## src/include/gpio_irq_pkg.sv

```systemverilog
// register map, field layout and timing constants for the gpio interrupt/output port
// assumes an AXI4-Lite master with 32-bit data and a 25 MHz bus clock
package gpio_irq_pkg;
    localparam int unsigned PIN_COUNT = 8;
    localparam int unsigned ADDR_W    = 8;

    // ------------------------------------------------------------
    // register byte offsets
    // ------------------------------------------------------------
    localparam logic [ADDR_W-1:0] RISE_IE_OFS  = 8'h24;
    localparam logic [ADDR_W-1:0] FALL_IE_OFS  = 8'h28;
    localparam logic [ADDR_W-1:0] HIGH_IE_OFS  = 8'h2C;
    localparam logic [ADDR_W-1:0] LOW_IE_OFS   = 8'h30;
    localparam logic [ADDR_W-1:0] PEND_OFS     = 8'h34;
    localparam logic [ADDR_W-1:0] FCLR_OFS     = 8'h38;
    localparam logic [ADDR_W-1:0] FILT_OFS     = 8'h40;
    localparam logic [ADDR_W-1:0] PIN_LVL_OFS  = 8'h50;
    localparam logic [ADDR_W-1:0] OUT_LVL_OFS  = 8'h54;
    localparam logic [ADDR_W-1:0] CLR_STB_OFS  = 8'h58;
    localparam logic [ADDR_W-1:0] SETCLR_OFS   = 8'h5C;
    localparam logic [ADDR_W-1:0] INV_STB_OFS  = 8'h60;

    // ------------------------------------------------------------
    // field positions
    // ------------------------------------------------------------
    localparam int unsigned FCLK_SEL_LSB = 16;
    localparam int unsigned FCLK_SEL_MSB = 18;
    localparam int unsigned CLR_FLD_LSB  = 16;
    localparam int unsigned CLR_FLD_MSB  = 22;

    // ------------------------------------------------------------
    // implemented-pin masks and reset values
    // ------------------------------------------------------------
    localparam logic [7:0] PORT_A_IMPL  = 8'hFF;
    localparam logic [7:0] PORT_C_IMPL  = 8'h3F;
    localparam logic [7:0] PORT_A_LVL   = 8'h24;
    localparam logic [7:0] PORT_B_LVL   = 8'h00;
    localparam logic [7:0] PORT_C_LVL   = 8'h20;
    localparam logic [7:0] OUT_LVL_RST  = 8'h00;
    localparam logic [2:0] FCLK_RST     = 3'h0;

    // ------------------------------------------------------------
    // filter clock selections
    // ------------------------------------------------------------
    typedef enum logic [2:0] {
        FCLK_DIV2  = 3'b000,
        FCLK_DIV4  = 3'b001,
        FCLK_DIV8  = 3'b010,
        FCLK_TMR   = 3'b011,
        FCLK_O150K = 3'b100,
        FCLK_LSO   = 3'b101,
        FCLK_O10K  = 3'b110,
        FCLK_NONE  = 3'b111
    } fclk_sel_type;

    // bus clock divider count step (divide by 2, 4, 8)
    localparam logic [2:0] DIV_ONE = 3'h1;

    // AXI4-Lite responses
    localparam logic [1:0] RESP_OKAY   = 2'b00;
    localparam logic [1:0] RESP_SLVERR = 2'b10;

    // write channel payloads travel as structs
    typedef struct packed {
        logic [ADDR_W-1:0] addr;
    } axi_addr_type;

    typedef struct packed {
        logic [31:0] data;
        logic [3:0]  strb;
    } axi_wdata_type;
endpackage : gpio_irq_pkg

```

## src/logic/gpio_irq_filter_output_ctrl.sv

```systemverilog
// gpio port: interrupt detect with glitch filter, pin level readback, output level strobes
// assumes pins synchronous to i_clk and slow clock sources already one-cycle enable pulses
//
// Notes on behaviour
// low level raises flag when enabled
// pending flags read-only, one per pin
// writing zero clears flag, one ignored
// clear register reads implemented-pin ones
// three-bit field picks filter sampling clock
// select 111 passes inputs unfiltered
// per-pin enable routes pin through filter
// pulses shorter than filter period dropped
// input register returns present pin levels
// input register reset value per port
// output register drives pin levels
// clear strobe clears output bits, reads zero
// set field sets output bits, reads zero
// upper field clears output bits
// set wins over clear in one write
// invert strobe toggles output bits
// rising edge raises flag when enabled
// falling edge raises flag when enabled
// high level raises flag when enabled
// new event beats same-cycle clear
// persisting level re-raises cleared flag
// port request while any flag pending
//
// Implementation choice: the AXI4-Lite register port.
`timescale 1ns/1ps
module gpio_irq_filter_output_ctrl
    import gpio_irq_pkg::*;
#(
    parameter int unsigned PORT_INDEX = 0  // 0, 1 or 2 picks implemented pins and reset levels
)
(
    // clock and reset
    input  wire logic                     i_clk,
    input  wire logic                     i_arst_n,
    // pins
    input  wire logic [PIN_COUNT-1:0]     i_pin,
    output logic      [PIN_COUNT-1:0]     o_pin,
    // slow filter sources, one-cycle enables
    input  wire logic                     i_tmr_ovf,
    input  wire logic                     i_tick_150k,
    input  wire logic                     i_tick_lso,
    input  wire logic                     i_tick_10k,
    // port interrupt request
    output logic                          o_irq,
    // AXI4-Lite write address
    input  wire logic                     i_awvalid,
    output logic                          o_awready,
    input  wire gpio_irq_pkg::axi_addr_type  i_aw,
    // AXI4-Lite write data
    input  wire logic                     i_wvalid,
    output logic                          o_wready,
    input  wire gpio_irq_pkg::axi_wdata_type i_w,
    // AXI4-Lite write response
    output logic                          o_bvalid,
    input  wire logic                     i_bready,
    output logic      [1:0]               o_bresp,
    // AXI4-Lite read address
    input  wire logic                     i_arvalid,
    output logic                          o_arready,
    input  wire gpio_irq_pkg::axi_addr_type  i_ar,
    // AXI4-Lite read data
    output logic                          o_rvalid,
    input  wire logic                     i_rready,
    output logic      [31:0]              o_rdata,
    output logic      [1:0]               o_rresp
);
    import gpio_irq_pkg::*;

    // implemented pins and reset input level of this port
    localparam logic [7:0] IMPL_MASK = (PORT_INDEX == 2) ? PORT_C_IMPL : PORT_A_IMPL;
    localparam logic [7:0] LVL_RST   = (PORT_INDEX == 0) ? PORT_A_LVL
                                     : (PORT_INDEX == 1) ? PORT_B_LVL : PORT_C_LVL;

    // address hit check, used for both read and write decode
    function automatic logic is_mapped(input logic [ADDR_W-1:0] a);
        is_mapped = (a == RISE_IE_OFS) || (a == FALL_IE_OFS) || (a == HIGH_IE_OFS)
                 || (a == LOW_IE_OFS)  || (a == PEND_OFS)    || (a == FCLR_OFS)
                 || (a == FILT_OFS)    || (a == PIN_LVL_OFS) || (a == OUT_LVL_OFS)
                 || (a == CLR_STB_OFS) || (a == SETCLR_OFS)  || (a == INV_STB_OFS);
    endfunction : is_mapped

    // ------------------------------------------------------------
    // registers
    // ------------------------------------------------------------
    logic [7:0]   rise_ie_r, fall_ie_r, high_ie_r, low_level_irq_en_r;
    logic [7:0]   filt_en_r;
    logic [2:0]   filter_clock_select_r;
    logic [7:0]   pending_flags_r, pending_flags_nxt;
    logic [7:0]   pin_level_r;
    logic [7:0]   output_level_r, output_level_nxt;
    logic [7:0]   filt_lvl_r, filt_prev_r, filt_cand_r;
    logic [2:0]   div_cnt_r;

    // ------------------------------------------------------------
    // AXI4-Lite write channel
    // ------------------------------------------------------------
    logic                aw_held_r, w_held_r;
    logic [ADDR_W-1:0]   aw_addr_r;
    logic [31:0]         w_data_r;
    logic [3:0]          w_strb_r;
    logic                bvalid_r;
    logic [1:0]          bresp_r;
    wire                 aw_take  = i_awvalid && o_awready;
    wire                 w_take   = i_wvalid && o_wready;
    wire                 wr_go    = aw_held_r && w_held_r && !bvalid_r;
    wire logic [7:0]     wr_lane  = w_strb_r[0] ? w_data_r[7:0] : 8'h00;
    wire logic [7:0]     wr_keep  = w_strb_r[0] ? w_data_r[7:0] : 8'hFF;
    wire logic [6:0]     wr_clr_fld = w_strb_r[2] ? w_data_r[CLR_FLD_MSB:CLR_FLD_LSB] : 7'h00;
    wire                 wr_hit   = is_mapped(aw_addr_r);

    assign o_awready = !aw_held_r;
    assign o_wready  = !w_held_r;
    assign o_bvalid  = bvalid_r;
    assign o_bresp   = bresp_r;

    // hold address and data until both are present, then answer
    always_ff @(posedge i_clk or negedge i_arst_n)
    begin
        if (!i_arst_n)
        begin
            aw_held_r <= 1'b0;
            w_held_r  <= 1'b0;
            aw_addr_r <= '0;
            w_data_r  <= '0;
            w_strb_r  <= '0;
            bvalid_r  <= 1'b0;
            bresp_r   <= RESP_OKAY;
        end
        else
        begin
            if (aw_take)
            begin
                aw_held_r <= 1'b1;
                aw_addr_r <= i_aw.addr;
            end
            if (w_take)
            begin
                w_held_r <= 1'b1;
                w_data_r <= i_w.data;
                w_strb_r <= i_w.strb;
            end
            if (wr_go)
            begin
                aw_held_r <= 1'b0;
                w_held_r  <= 1'b0;
                bvalid_r  <= 1'b1;
                bresp_r   <= wr_hit ? RESP_OKAY : RESP_SLVERR;
            end
            else if (bvalid_r && i_bready)
            begin
                bvalid_r <= 1'b0;
            end
        end
    end

    // write strobes per register
    wire we_rise   = wr_go && (aw_addr_r == RISE_IE_OFS);
    wire we_fall   = wr_go && (aw_addr_r == FALL_IE_OFS);
    wire we_high   = wr_go && (aw_addr_r == HIGH_IE_OFS);
    wire we_low    = wr_go && (aw_addr_r == LOW_IE_OFS);
    wire we_fclr   = wr_go && (aw_addr_r == FCLR_OFS);
    wire we_filt   = wr_go && (aw_addr_r == FILT_OFS);
    wire we_out    = wr_go && (aw_addr_r == OUT_LVL_OFS);
    wire we_clrstb = wr_go && (aw_addr_r == CLR_STB_OFS);
    wire we_setclr = wr_go && (aw_addr_r == SETCLR_OFS);
    wire we_inv    = wr_go && (aw_addr_r == INV_STB_OFS);

    // configuration registers
    always_ff @(posedge i_clk or negedge i_arst_n)
    begin
        if (!i_arst_n)
        begin
            rise_ie_r             <= '0;
            fall_ie_r             <= '0;
            high_ie_r             <= '0;
            low_level_irq_en_r    <= '0;
            filt_en_r             <= '0;
            filter_clock_select_r <= FCLK_RST;
        end
        else
        begin
            if (we_rise && w_strb_r[0]) rise_ie_r <= w_data_r[7:0];
            if (we_fall && w_strb_r[0]) fall_ie_r <= w_data_r[7:0];
            if (we_high && w_strb_r[0]) high_ie_r <= w_data_r[7:0];
            if (we_low && w_strb_r[0])  low_level_irq_en_r <= w_data_r[7:0];
            if (we_filt && w_strb_r[0]) filt_en_r <= w_data_r[7:0];
            if (we_filt && w_strb_r[2])
                filter_clock_select_r <= w_data_r[FCLK_SEL_MSB:FCLK_SEL_LSB];
        end
    end

    // ------------------------------------------------------------
    // filter sampling enable
    // ------------------------------------------------------------
    logic filt_tick;
    always_comb
    begin
        case (fclk_sel_type'(filter_clock_select_r))
            FCLK_DIV2:  filt_tick = div_cnt_r[0];
            FCLK_DIV4:  filt_tick = &div_cnt_r[1:0];
            FCLK_DIV8:  filt_tick = &div_cnt_r;
            FCLK_TMR:   filt_tick = i_tmr_ovf;
            FCLK_O150K: filt_tick = i_tick_150k;
            FCLK_LSO:   filt_tick = i_tick_lso;
            FCLK_O10K:  filt_tick = i_tick_10k;
            default:    filt_tick = 1'b0;
        endcase
    end
    wire filt_off = (filter_clock_select_r == FCLK_NONE);

    // bus clock divider for the /2, /4, /8 selections
    always_ff @(posedge i_clk or negedge i_arst_n)
    begin
        if (!i_arst_n) div_cnt_r <= '0;
        else           div_cnt_r <= div_cnt_r + DIV_ONE;
    end

    // ------------------------------------------------------------
    // per-pin filter: level must hold across two sampling ticks
    // ------------------------------------------------------------
    genvar g;
    generate
        for (g = 0; g < PIN_COUNT; g++)
        begin : g_filt
            always_ff @(posedge i_clk or negedge i_arst_n)
            begin
                if (!i_arst_n)
                begin
                    filt_cand_r[g] <= 1'b0;
                    filt_lvl_r[g]  <= 1'b0;
                end
                else if (!filt_en_r[g] || filt_off)
                begin
                    filt_cand_r[g] <= i_pin[g];
                    filt_lvl_r[g]  <= i_pin[g];
                end
                else if (filt_tick)
                begin
                    filt_cand_r[g] <= i_pin[g];
                    if (filt_cand_r[g] == i_pin[g])
                        filt_lvl_r[g] <= i_pin[g];
                end
            end
        end
    endgenerate

    // ------------------------------------------------------------
    // event detection and pending flags
    // ------------------------------------------------------------
    wire logic [7:0] irq_in = filt_lvl_r;
    wire logic [7:0] ev_rise = irq_in & ~filt_prev_r & rise_ie_r;
    wire logic [7:0] ev_fall = ~irq_in & filt_prev_r & fall_ie_r;
    wire logic [7:0] ev_high = irq_in & high_ie_r;
    wire logic [7:0] ev_low  = ~irq_in & low_level_irq_en_r;
    wire logic [7:0] ev_any  = (ev_rise | ev_fall | ev_high | ev_low) & IMPL_MASK;
    wire logic [7:0] fl_clr  = we_fclr ? ~wr_keep : 8'h00;

    assign pending_flags_nxt = (pending_flags_r & ~fl_clr) | ev_any;

    always_ff @(posedge i_clk or negedge i_arst_n)
    begin
        if (!i_arst_n)
        begin
            pending_flags_r <= '0;
            filt_prev_r     <= '0;
            pin_level_r     <= LVL_RST;
        end
        else
        begin
            pending_flags_r <= pending_flags_nxt;
            filt_prev_r     <= irq_in;
            pin_level_r     <= i_pin;
        end
    end

    assign o_irq = |pending_flags_r;

    // ------------------------------------------------------------
    // output level register and its strobes
    // ------------------------------------------------------------
    wire logic [7:0] set_bits = we_setclr ? wr_lane : 8'h00;
    wire logic [7:0] clr_bits = (we_setclr ? {1'b0, wr_clr_fld} : 8'h00)
                              | (we_clrstb ? wr_lane : 8'h00);
    wire logic [7:0] inv_bits = we_inv ? wr_lane : 8'h00;

    assign output_level_nxt = we_out && w_strb_r[0] ? w_data_r[7:0]
                            : ((output_level_r & ~clr_bits) | set_bits) ^ inv_bits;

    always_ff @(posedge i_clk or negedge i_arst_n)
    begin
        if (!i_arst_n) output_level_r <= OUT_LVL_RST;
        else           output_level_r <= output_level_nxt;
    end

    assign o_pin = output_level_r;

    // ------------------------------------------------------------
    // AXI4-Lite read channel
    // ------------------------------------------------------------
    logic        rvalid_r;
    logic [31:0] rdata_r;
    logic [1:0]  rresp_r;
    logic [31:0] rd_mux;
    wire         ar_take = i_arvalid && o_arready;

    assign o_arready = !rvalid_r;
    assign o_rvalid  = rvalid_r;
    assign o_rdata   = rdata_r;
    assign o_rresp   = rresp_r;

    // read data select; strobe registers read as zero
    always_comb
    begin
        rd_mux = 32'h0000_0000;
        if (i_ar.addr == RISE_IE_OFS)      rd_mux[7:0] = rise_ie_r;
        else if (i_ar.addr == FALL_IE_OFS) rd_mux[7:0] = fall_ie_r;
        else if (i_ar.addr == HIGH_IE_OFS) rd_mux[7:0] = high_ie_r;
        else if (i_ar.addr == LOW_IE_OFS)  rd_mux[7:0] = low_level_irq_en_r;
        else if (i_ar.addr == PEND_OFS)    rd_mux[7:0] = pending_flags_r;
        else if (i_ar.addr == FCLR_OFS)    rd_mux[7:0] = IMPL_MASK;
        else if (i_ar.addr == FILT_OFS)
        begin
            rd_mux[7:0] = filt_en_r;
            rd_mux[FCLK_SEL_MSB:FCLK_SEL_LSB] = filter_clock_select_r;
        end
        else if (i_ar.addr == PIN_LVL_OFS) rd_mux[7:0] = pin_level_r;
        else if (i_ar.addr == OUT_LVL_OFS) rd_mux[7:0] = output_level_r;
    end

    always_ff @(posedge i_clk or negedge i_arst_n)
    begin
        if (!i_arst_n)
        begin
            rvalid_r <= 1'b0;
            rdata_r  <= '0;
            rresp_r  <= RESP_OKAY;
        end
        else if (ar_take)
        begin
            rvalid_r <= 1'b1;
            rdata_r  <= rd_mux;
            rresp_r  <= is_mapped(i_ar.addr) ? RESP_OKAY : RESP_SLVERR;
        end
        else if (rvalid_r && i_rready)
        begin
            rvalid_r <= 1'b0;
        end
    end
endmodule : gpio_irq_filter_output_ctrl

```

## config.mk

```make
export PLATFORM = sky130hd
export DESIGN_NAME = gpio_irq_filter_output_ctrl
export DESIGN_NICKNAME = d
export VERILOG_FILES = /design/src/include/gpio_irq_pkg.sv /design/src/logic/gpio_irq_filter_output_ctrl.sv
export SDC_FILE = /design/constraint.sdc
export NUM_CORES = 1
export LEC_CHECK = 0
export ABC_AREA = 1
export BUFFER_PORTS_ARGS = -buffer_cell sky130_fd_sc_hd__buf_2
export CAP_MARGIN = 20
export CELL_PAD_IN_SITES_DETAIL_PLACEMENT = 1
export CELL_PAD_IN_SITES_GLOBAL_PLACEMENT = 1
export CORE_AREA = 2 2 113 143
export DETAILED_ROUTE_END_ITERATION = 10
export DIE_AREA = 0 0 115 145
export PLACE_DENSITY_LB_ADDON = 0.1
export SYNTH_ARGS = -nofsm -noshare
export SYNTH_HDL_FRONTEND = slang
export SYNTH_SLANG_ARGS = --single-unit
```

## constraint.sdc

```tcl
create_clock -name i_clk -period 4.4 [get_ports i_clk]
set_clock_uncertainty 0.1 [all_clocks]
set_input_delay 1.1 -clock i_clk [delete_from_list [all_inputs] [get_ports i_clk]]
set_output_delay 1.1 -clock i_clk [all_outputs]
set_load 0.1 [all_outputs]
```

== After elaboration in Yosys (flattened, before gate mapping) ==
Cells that the tools add are included.
Word-level totals
  register bits: 147
  bits in latches: 0
  memory bits (writable): 0
  ROM bits: 0
  input port bits: 71
  output and inout bits: 50
  logic and storage cells: 271
  memories kept: 0
Cells by class
  $add $sub $neg: 1
  multipliers: 0
  div/mod/pow operators: 0
  magnitude comparators: 0
  equality and inequality tests: 39
  shifts and indexed selects: 0
  multiplexer cells: 76
  bitwise operators: 20
  reductions and logical operators: 98
Operator list (count)
  $mux 8: 16
  $eq 8x6->1 const B: 12
  $eq 8x7->1 const B: 12
  $and 8x8->8: 8
  $mux 1: 48
  $not 8->8: 5
  $or 8x8->8: 5
  $reduce_bool 2->1: 20
  $logic_or 1x1->1: 30
  $logic_and 1x1->1: 24
  $mux 3: 7
  $reduce_and 2->1: 9
  $mux 7: 2
  $eq 3x3->1 const B: 4
  $logic_not 1->1: 12
  $eq 1x1->1: 8
  $or 7x8->8: 1
  $reduce_or 8->1: 1
  $xor 8x8->8: 1
  $pmux 1 s7: 1
  $eq 3x2->1 const B: 2
  $mux 2: 2
  $add 3x1->3 const B: 1
  $eq 3x1->1 const B: 1
  2 further kinds: 2

== Depth between registers and ports, before layout ==
Gate-level depths: netlist of run 1.
  depth in word-level cells: 13
  gate-level depth with buffers: 14
  gate-level depth less buffers: 13

== Worst setup path after synthesis of run 1 ==
Ideal clock, no wire load.
  kind: flip-flop to output port
  start point: register rvalid_r, in the netlist o_rvalid
  end point: output port o_arready
  data arrival time: 1576 ps
  data required time: 3200 ps
  slack: 1624 ps
  stages on the path, launching flop included: 2
  buffers on the path: 0
  path through: dfrtp_1 > inv_1
On the way
  longest elaborated chain between the ends: 1
Ends and longest elaborated chain
  start: declaration: RTL line gpio_irq_filter_output_ctrl.sv:304  | logic rvalid_r;
  start signal: assignment: RTL line gpio_irq_filter_output_ctrl.sv:338  | rvalid_r <= 1'b0;
  start signal: assignment: RTL line gpio_irq_filter_output_ctrl.sv:344  | rvalid_r <= 1'b1;
  start signal: assignment: RTL line gpio_irq_filter_output_ctrl.sv:350  | rvalid_r <= 1'b0;
  $logic_not 1->1: RTL line gpio_irq_filter_output_ctrl.sv:310  | assign o_arready = !rvalid_r;
  end: declaration: RTL line gpio_irq_filter_output_ctrl.sv:63  | output logic o_arready,
Every way passes these cells.

== Worst setup path in the final report of run 1 ==
  start point: register pending_flags_r[6]
  end point: output port o_irq
On the way
  longest elaborated chain between the ends: 1
Ends and longest elaborated chain
  start: declaration: RTL line gpio_irq_filter_output_ctrl.sv:92  | logic [7:0] pending_flags_r, pending_flags_nxt;
  start signal: assignment: RTL line gpio_irq_filter_output_ctrl.sv:274  | pending_flags_r <= pending_flags_nxt;
  $reduce_or 8->1: RTL line gpio_irq_filter_output_ctrl.sv:280  | assign o_irq = |pending_flags_r;
  end: declaration: RTL line gpio_irq_filter_output_ctrl.sv:48  | output logic o_irq,
Every way passes these cells.

==> metrics.txt, run 1 <==
status=complete, no violations; core area=15300 µm²; Reg2Reg Launch Point=o_bvalid$_DFFE_PN0P_; Hold-fix buffers, CTS=0; first-pass GRT wire length=32900 µm; Die X=115 µm; unrepaired setup endpoints after global routing=false; final setup fails=0; Hold Path Stages=0; number of enable flip-flop cells after synthesis=0; via count=5935; Clk pwr share=34.0%; gr ovfl total=0; Seq/Total Area, Yosys=50.2%; Crit Path Category=register to primary output; number of global-route vias before repair=6580; Worst Hold Class=register to register; Mapped Cells=828; Yosys reg bits=136; Skew-Pair Late Insertion Delay=0.43 ns; Worst slew margin=32.4%; Initial Util=44.3%; Vias/cell=5.34; crit path DAT=1.72 ns; internal power=2.73 mW; Max clock buf depth=2; Syn-to-layout area delta=16.4%; CP cell instances=nor4_1 > nand2_1 > buf_2; Pwr Density=578 nW/µm²; fin crit period=2.92 ns; Fmax=0.342 GHz; crit path capture type=primary output; Most used DFF post-synth=dfrtp_1; Avg WL per Cell=18.2 µm; CTS buffer count=17; Critical R2R Capture=low_level_irq_en_r[6]$_DFFE_PN0P_; Sw Ratio=40.2%; Initial DRC Count=280; Critical Path Start Type=register; CP Data Required Time=3.20 ns; Post-Syn Area=6790 µm²; die area=16700 µm²; DRC=0; CTS tree=yes; # fillers=1904; combinational share of power=28.4%; CP peak stage delay=0.43 ns; Post-layout nets=986; max-cap violations=0; syn avg cell area=8.20 µm²; YS warnings=0; row cnt=51; WHS Endpoint=filt_prev_r[6]$_DFF_PN0_; CTS root buffer=clkbuf_16; critical path's slowest cell=nor4_1; max-slew violation count=0; hold path start=filt_lvl_r[6]$_DFFE_PN0P_; Final Cycle Share=66.4%; Resized cells post-CTS=0; Post-CTS Setup Bufs=0; Final Power=4.57 mW; Crit path max-delay family=simple AND/OR/NAND/NOR gates; ys async rst share=100%; Final Hold Viols=0; r2r worst-path depth=6; R2R setup slack=2.13 ns; Total Routing Usage GR=25.5%; worst vdd ir=0.368 mV; LEAKAGE=3.97 nW; RePlAce Congestion=0.891; final wirelength=20200 µm; sw power=1.84 mW; antenna violation net count after detailed routing=0; clk sinks=136; layout cells sized above 1=16.7%; Pre-antenna DRT Iters=4; DP HPWL=14700 µm; io pins=121; synth unique cells=40; setup TNS=0 ns; number of antenna violations at the first check in global routing=0; Slew @ Worst Pin=1.01 ns; Die Ht=145 µm; Seq pwr share=37.6%; largest net degree at the start of global routing=76; Clk pin slew, worst setup/hold paths=0.06 ns; Worst Path Buf+Inv=1; IO Port Bufs=78; Worst Path Max Fanout=3; diode count=0; H-tree levels=4
[Yosys cell counts (2+ instances only)]
library cell	n	area [µm²]
nand2_1	231	867
nand3b_1	7	52.6
nor2_1	64	240
inv_2	2	7.51
inv_1	82	308
nand4_1	12	75.1
o21ai_1	7	35.0
nor2_2	4	25.0
mux2_2	12	135
nor3_1	7	35.0
a21oi_1	32	160
nor2_4	2	22.5
buf_2	3	15.0
clkbuf_1	6	22.5
nor4_1	2	12.5
ha_1	2	25.0
o21ai_0	75	375
or2_0	4	25.0
nand2_2	7	43.8
nand3_1	61	305
dfrtp_1	134	3350
or2_2	4	25.0
dfstp_2	2	52.6
nor3_4	2	32.5
nand3_2	6	60.1
a31oi_1	6	37.5
a211o_1	6	52.6
buf_4	23	173
xor2_1	8	70.1
buf_6	4	45.0
clkinv_1	2	7.51
[power by group through the flow]
stage                     sequential (mW)  combinational [mW]  clock, mW
after floorplan                      2.00               0.699          0
after global placement               1.72                1.25          0
after detailed placement             1.73                1.30          0
after CTS                            1.72                1.31       1.57
after global routing                 1.74                1.40       1.62
final                                1.72                1.30       1.55
[worst max path at each step]
| stage | from | depth (start not counted) | slack (ns) | end |
|---|---|---|---|---|
| finish | pending_flags_r[6]$_DFF_PN0_ | 3 | 1.48 | o_irq |
| global route | pending_flags_r[6]$_DFF_PN0_ | 3 | 1.43 | o_irq |
| CTS | pending_flags_r[6]$_DFF_PN0_ | 3 | 1.50 | o_irq |
| global placement | i_ar[2] | 12 | 1.33 | o_rdata[7]$_DFFE_PN0P_ |
| floorplan | o_rvalid$_DFFE_PN0P_ | 1 | 1.62 | o_arready |
| detailed placement | i_ar[2] | 12 | 1.28 | o_rdata[7]$_DFFE_PN0P_ |
[metal layers]
layer / GRT usage, % / vias to the layer above / share of wire (%)
met1: 30.1 / 2945 / 40
li1: - / 2815 / -
met2: 45.2 / 130 / 53
met3: 4.39 / 45 / 3.5
met5: 0 / - / 0
met4: 10.2 / 0 / 3.2
[placed cells by master (no fill, tap or decap), types with 2 or more instances in the layout]
| cell | count |
|---|---|
| nor4_1 | 2 |
| nand3_1 | 61 |
| clkinvlp_4 | 6 |
| o21ai_1 | 7 |
| clkbuf_8 | 3 |
| or2_2 | 4 |
| dfrtp_1 | 134 |
| clkbuf_16 | 17 |
| buf_4 | 2 |
| a21oi_1 | 32 |
| mux2_2 | 12 |
| or2_0 | 4 |
| nand2_2 | 7 |
| inv_2 | 2 |
| nand4_1 | 12 |
| a211o_1 | 6 |
| nor2_2 | 4 |
| buf_2 | 77 |
| nor2_1 | 64 |
| xor2_1 | 8 |
| nand3_2 | 6 |
| o21ai_0 | 75 |
| nand3b_1 | 7 |
| nor2_4 | 2 |
| inv_1 | 82 |
| dfstp_2 | 2 |
| conb_1 | 23 |
| nor3_1 | 7 |
| clkinv_1 | 2 |
| nand2_1 | 231 |
| a31oi_1 | 6 |
| nor3_4 | 2 |
| ha_1 | 2 |
| bufinv_16 | 4 |
[final cells by class]
class | instances | area, µm² | area share, %
clock inverter | 11 | 170 | 2.15
multi-input combinational | 591 | 2870 | 36.3
tap | 185 | 231 | 2.93
timing repair buffer | 81 | 432 | 5.46
inverter | 86 | 323 | 4.08
sequential | 136 | 3410 | 43.1
clock buffer | 21 | 470 | 5.95
[registers in the layout, summed over array words and instances, names as in the netlist, 3 cells and up]
register               cells
fall_ie_r                  8
pending_flags_r            8
div_cnt_r                  3
aw_addr_r                  8
filt_cand_r                8
low_level_irq_en_r         8
o_rdata                   11
high_ie_r                  8
filt_lvl_r                 8
filt_prev_r                8
rise_ie_r                  8
pin_level_r                8
o_pin                      8
w_data_r                  15
filt_en_r                  8
filter_clock_select_r      3
[cells by family (layout without fill, tap and decap cells)]
logic type | Yosys count | in the layout | synth area share, %
AND/OR/NAND/NOR | 416 | 416 | 27.4
buffers and inverters | 123 | 199 | 8.74
flip-flops | 136 | 136 | 50.2
AO/OA/AOI/OAI | 129 | 129 | 10.1
other | 1 | 23 | 0.0553
adder cells (fa/ha/maj) | 2 | 2 | 0.369
XOR/XNOR | 9 | 9 | 1.16
multiplexers | 12 | 12 | 1.99
[per-stage QoR]
| step | instances | worst slack, ns | utilization, % | instance area (µm²) | hold slack (ns) |
|---|---|---|---|---|---|
| floorplan | 850 | 1.62 | - | 6870 | 0.289 |
| global placement | 1079 | 1.33 | 47.4 | 7260 | 0.316 |
| detailed placement | 1079 | 1.28 | 47.4 | 7260 | 0.319 |
| CTS | 1111 | 1.50 | 51.6 | 7900 | 0.335 |
| global route | 1111 | 1.43 | 51.6 | 7900 | 0.346 |
| finish | 1111 | 1.48 | 51.6 | 7900 | 0.331 |
Note: power is estimated with default switching activity, not from simulation.
==> run 2: changes to the inputs <==
--- a/config.mk
+++ b/config.mk
@@ -5,14 +5,14 @@
 export SDC_FILE = /design/constraint.sdc
 export NUM_CORES = 1
 export LEC_CHECK = 0
-export ABC_AREA = 1
+export ABC_AREA = 0
 export BUFFER_PORTS_ARGS = -buffer_cell sky130_fd_sc_hd__buf_2
 export CAP_MARGIN = 20
 export CELL_PAD_IN_SITES_DETAIL_PLACEMENT = 1
 export CELL_PAD_IN_SITES_GLOBAL_PLACEMENT = 1
-export CORE_AREA = 2 2 113 143
+export CORE_AREA = 2 2 115 145
 export DETAILED_ROUTE_END_ITERATION = 10
-export DIE_AREA = 0 0 115 145
+export DIE_AREA = 0 0 117 147
 export PLACE_DENSITY_LB_ADDON = 0.1
 export SYNTH_ARGS = -nofsm -noshare
 export SYNTH_HDL_FRONTEND = slang
==> constraint.sdc (replaced) <==
create_clock -name i_clk -period 3.06 [get_ports i_clk]
set_clock_uncertainty 0.1 [all_clocks]
set_input_delay 0.765 -clock i_clk [delete_from_list [all_inputs] [get_ports i_clk]]
set_output_delay 0.765 -clock i_clk [all_outputs]
set_load 0.1 [all_outputs]
==> run 2 against run 1 <==
Sequential power rose by 69%. Cell count fell by 15%. First-iteration DRC count down 19%. Worst hold slack lost 0.099 ns. Critical path type unchanged. Register-to-register slack worse by 1.5 ns. Die area is 3.1% higher. Flip-flop and latch count is the same. Largest power group unchanged.
==> metrics.txt, run 2 <==
Hold-fix buffers, CTS=0 (unchanged); Pre-antenna DRT Iters=4 (unchanged); Mapped Cells=636 (was 828); Clk pin slew, worst setup/hold paths=0.06 ns (about the same); Resized cells post-CTS=0 (unchanged); Pwr Density=881 nW/µm² (was 578 nW/µm²); Multi-input gate area=3170 µm² (was 2870 µm²); max-slew violation count=0 (unchanged); DRC=0 (unchanged); IO Port Bufs=78 (unchanged); Post-DP Area=7480 µm² (was 7260 µm²); Post-Synth XOR/XNOR Area=0.254% (was 1.16%); top cells by count, synth=134 x dfrtp_1, 83 x mux2_2, 36 x o21ai_0, 32 x nand2_1, 27 x nor2_1 (was 231 x nand2_1, 134 x dfrtp_1, 82 x inv_1, 75 x o21ai_0, 64 x nor2_1); number of global-route vias before repair=5980 (was 6580); dpl ws=0.338 ns (was 1.28 ns); clk sinks=136 (unchanged); largest net degree at the start of global routing=61 (was 76); CTS buffer count=17 (unchanged); unrepaired setup endpoints after global routing=false (unchanged); ys async rst share=100% (unchanged); top cell type by total area after synthesis=dfrtp_1 (unchanged); die area=17200 µm² (was 16700 µm²); largest family of logic cells by synthesized area=compound AO/OA/AOI/OAI gates (was simple AND/OR/NAND/NOR gates); ranking of synthesized cells by area=dfrtp_1 49%, mux2_2 14%, o21ai_0 2.6%, buf_4 2.6%, a211oi_1 2.0% (was dfrtp_1 49%, nand2_1 13%, o21ai_0 5.5%, inv_1 4.5%, nand3_1 4.5%); Initial DRC Count=228 (was 280); Avg WL per Cell=22.0 µm (was 18.2 µm); LEAKAGE=3.52 nW (was 3.97 nW); worst setup margin=0.489 ns (was 1.48 ns); Skew-Pair Late Insertion Delay=0.42 ns (was 0.43 ns); H-tree levels=4 (unchanged); DP HPWL=14700 µm (about the same); CTS root buffer=clkbuf_16 (unchanged); Slew @ Worst Pin=0.672 ns (was 1.01 ns); Worst Hold Class=input pin to asynchronous set/reset pin (was register to register); Syn-to-layout area delta=17.9% (was 16.4%); CTS tree=yes (unchanged); gr ovfl total=0 (unchanged); final setup fails=0 (unchanged); Worst Path Max Fanout=3 (unchanged); Final Cycle Share=84.0%; setup TNS=0 ns (unchanged); top cell type's share of synthesized area=48.7% (was 49.4%); Final Power=7.16 mW (was 4.57 mW); Die X=117 µm (was 115 µm); Inst Count DP=911 (was 1079); Total Routing Usage GR=25.6% (was 25.5%); multiplexer share of the synthesized area=14.0% (was 1.99%); Yosys reg bits=136 (unchanged); post-synthesis compound-gate area fraction=16.0% (was 10.1%); Most used DFF post-synth=dfrtp_1 (unchanged); antenna violation net count after detailed routing=0 (unchanged); Initial Util=43.2% (was 44.3%); core area=15900 µm² (was 15300 µm²); RePlAce Congestion=0.822 (was 0.891); register area=3410 µm² (unchanged); Max clock buf depth=2 (unchanged); number of antenna violations at the first check in global routing=0 (unchanged); syn avg cell area=10.8 µm² (was 8.20 µm²); CP Data Required Time=2.19 ns (was 3.20 ns); status=complete, no violations (unchanged); commonest non-fill, non-tap cell in the layout=dfrtp_1 (was nand2_1); final wirelength=20700 µm (was 20200 µm); row cnt=52 (was 51); fin crit period=2.57 ns; Post-layout nets=787 (was 986); layout cells sized above 1=31.9% (was 16.7%); Final Cell Area=8130 µm² (was 7900 µm²); Critical Path Start Type=register (unchanged); Die Ht=147 µm (was 145 µm); Post-CTS Setup Bufs=0 (unchanged); commonest cells after routing, fill and taps aside=134 x dfrtp_1, 83 x mux2_2, 77 x buf_2 (was 231 x nand2_1, 134 x dfrtp_1, 82 x inv_1); most instantiated library cell after synthesis=dfrtp_1 (was nand2_1); # fillers=1739 (was 1904); synth unique cells=64 (was 40); Vias/cell=5.85 (was 5.34); largest register by flop count=w_data_r (unchanged); max-cap violations=0 (unchanged); crit path DAT=1.71 ns (was 1.72 ns); Synth Area in Adders=0.363% (was 0.369%); number of enable flip-flop cells after synthesis=0 (unchanged); crit path capture type=primary output (unchanged); Final Hold Viols=0 (unchanged); Post-Syn Area=6890 µm² (was 6790 µm²); YS warnings=0 (unchanged); Seq/Total Area, Yosys=49.4% (was 50.2%); diode count=0 (unchanged); via count=5514 (was 5935); Crit Path Category=register to primary output (unchanged); worst vdd ir=0.658 mV (was 0.368 mV); Fmax=0.389 GHz; Cell Count, Final, Fillers Out=943 (was 1111); max reg flops=15 (unchanged); first-pass GRT wire length=33400 µm (was 32900 µm); Worst slew margin=54.9% (was 32.4%); io pins=121 (unchanged); Post-Synth Simple-Gate Area=14.1% (was 27.4%)
-- run 2: worst max-delay path: stages, from the launching register on --
cell and delay (ns):
dfrtp_1 0.43, nor4_1 0.36, nand2_1 0.17, buf_2 0.33
-- run 2: kinds of logic (layout without fill, tap and decap cells) --
group | Yosys count | after routing
and+or+nand+nor | 165 | 165
DFF | 136 | 136
muxes | 85 | 85
xor gates and xnor gates | 2 | 2
other | 1 | 23
buffers and inverters | 80 | 149
adders and majority gates | 2 | 2
AOI/OAI and AO/OA | 165 | 165
-- run 2: worst paths after layout --
path / slack (ns) / cells past startpoint / to / startpoint
min in group i_clk: 0.36 / 1 / div_cnt_r[0]$_DFF_PN0_ / div_cnt_r[0]$_DFF_PN0_
setup reg to reg: 0.58 / 6 / filt_cand_r[1]$_DFFE_PN0P_ / div_cnt_r[0]$_DFF_PN0_
max in group asynchronous: 1.89 / 2 / o_pin[4]$_DFF_PN0_ / i_arst_n
hold reg to reg: 0.36 / 1 / div_cnt_r[0]$_DFF_PN0_ / div_cnt_r[0]$_DFF_PN0_
setup / recovery: 0.49 / 3 / o_irq / pending_flags_r[1]$_DFF_PN0_
hold / removal: 0.23 / 1 / filt_cand_r[1]$_DFFE_PN0P_ / i_arst_n
-- run 2: area by class of cell --
type,count,share of cell area (%)
Clock buffer,17,5.23
Timing Repair Buffer,99,6.97
Multi-Input combinational cell,442,39.0
Clock inverter,15,2.77
Inverter,18,0.831
Tap cell,216,3.33
Sequential cell,136,41.9
-- run 2: layer usage --
| metal | global-route usage [%] | up-vias | share of wire [%] |
|---|---|---|---|
| li1 | - | 2485 | - |
| met1 | 31.0 | 2860 | 40 |
| met2 | 44.2 | 131 | 53 |
| met3 | 3.96 | 38 | 3.8 |
| met4 | 11.9 | 0 | 3.6 |
| met5 | 0 | - | 0 |
-- run 2: stage by stage --
stage | hold WS, ns | util (%)
2_1_floorplan | 0.303 | -
3_3_place_gp | 0.338 | 46.9
3_5_place_dp | 0.363 | 46.9
4_1_cts | 0.238 | 51.0
5_1_grt | 0.267 | 51.0
6_report | 0.232 | 51.0
-- run 2: power by group --
| group | switching (mW) | internal [mW] |
|---|---|---|
| combinational | 1.35 | 0.650 |
| sequential | 0.679 | 2.22 |
| clock | 0.817 | 1.45 |
| total | 2.85 | 4.31 |
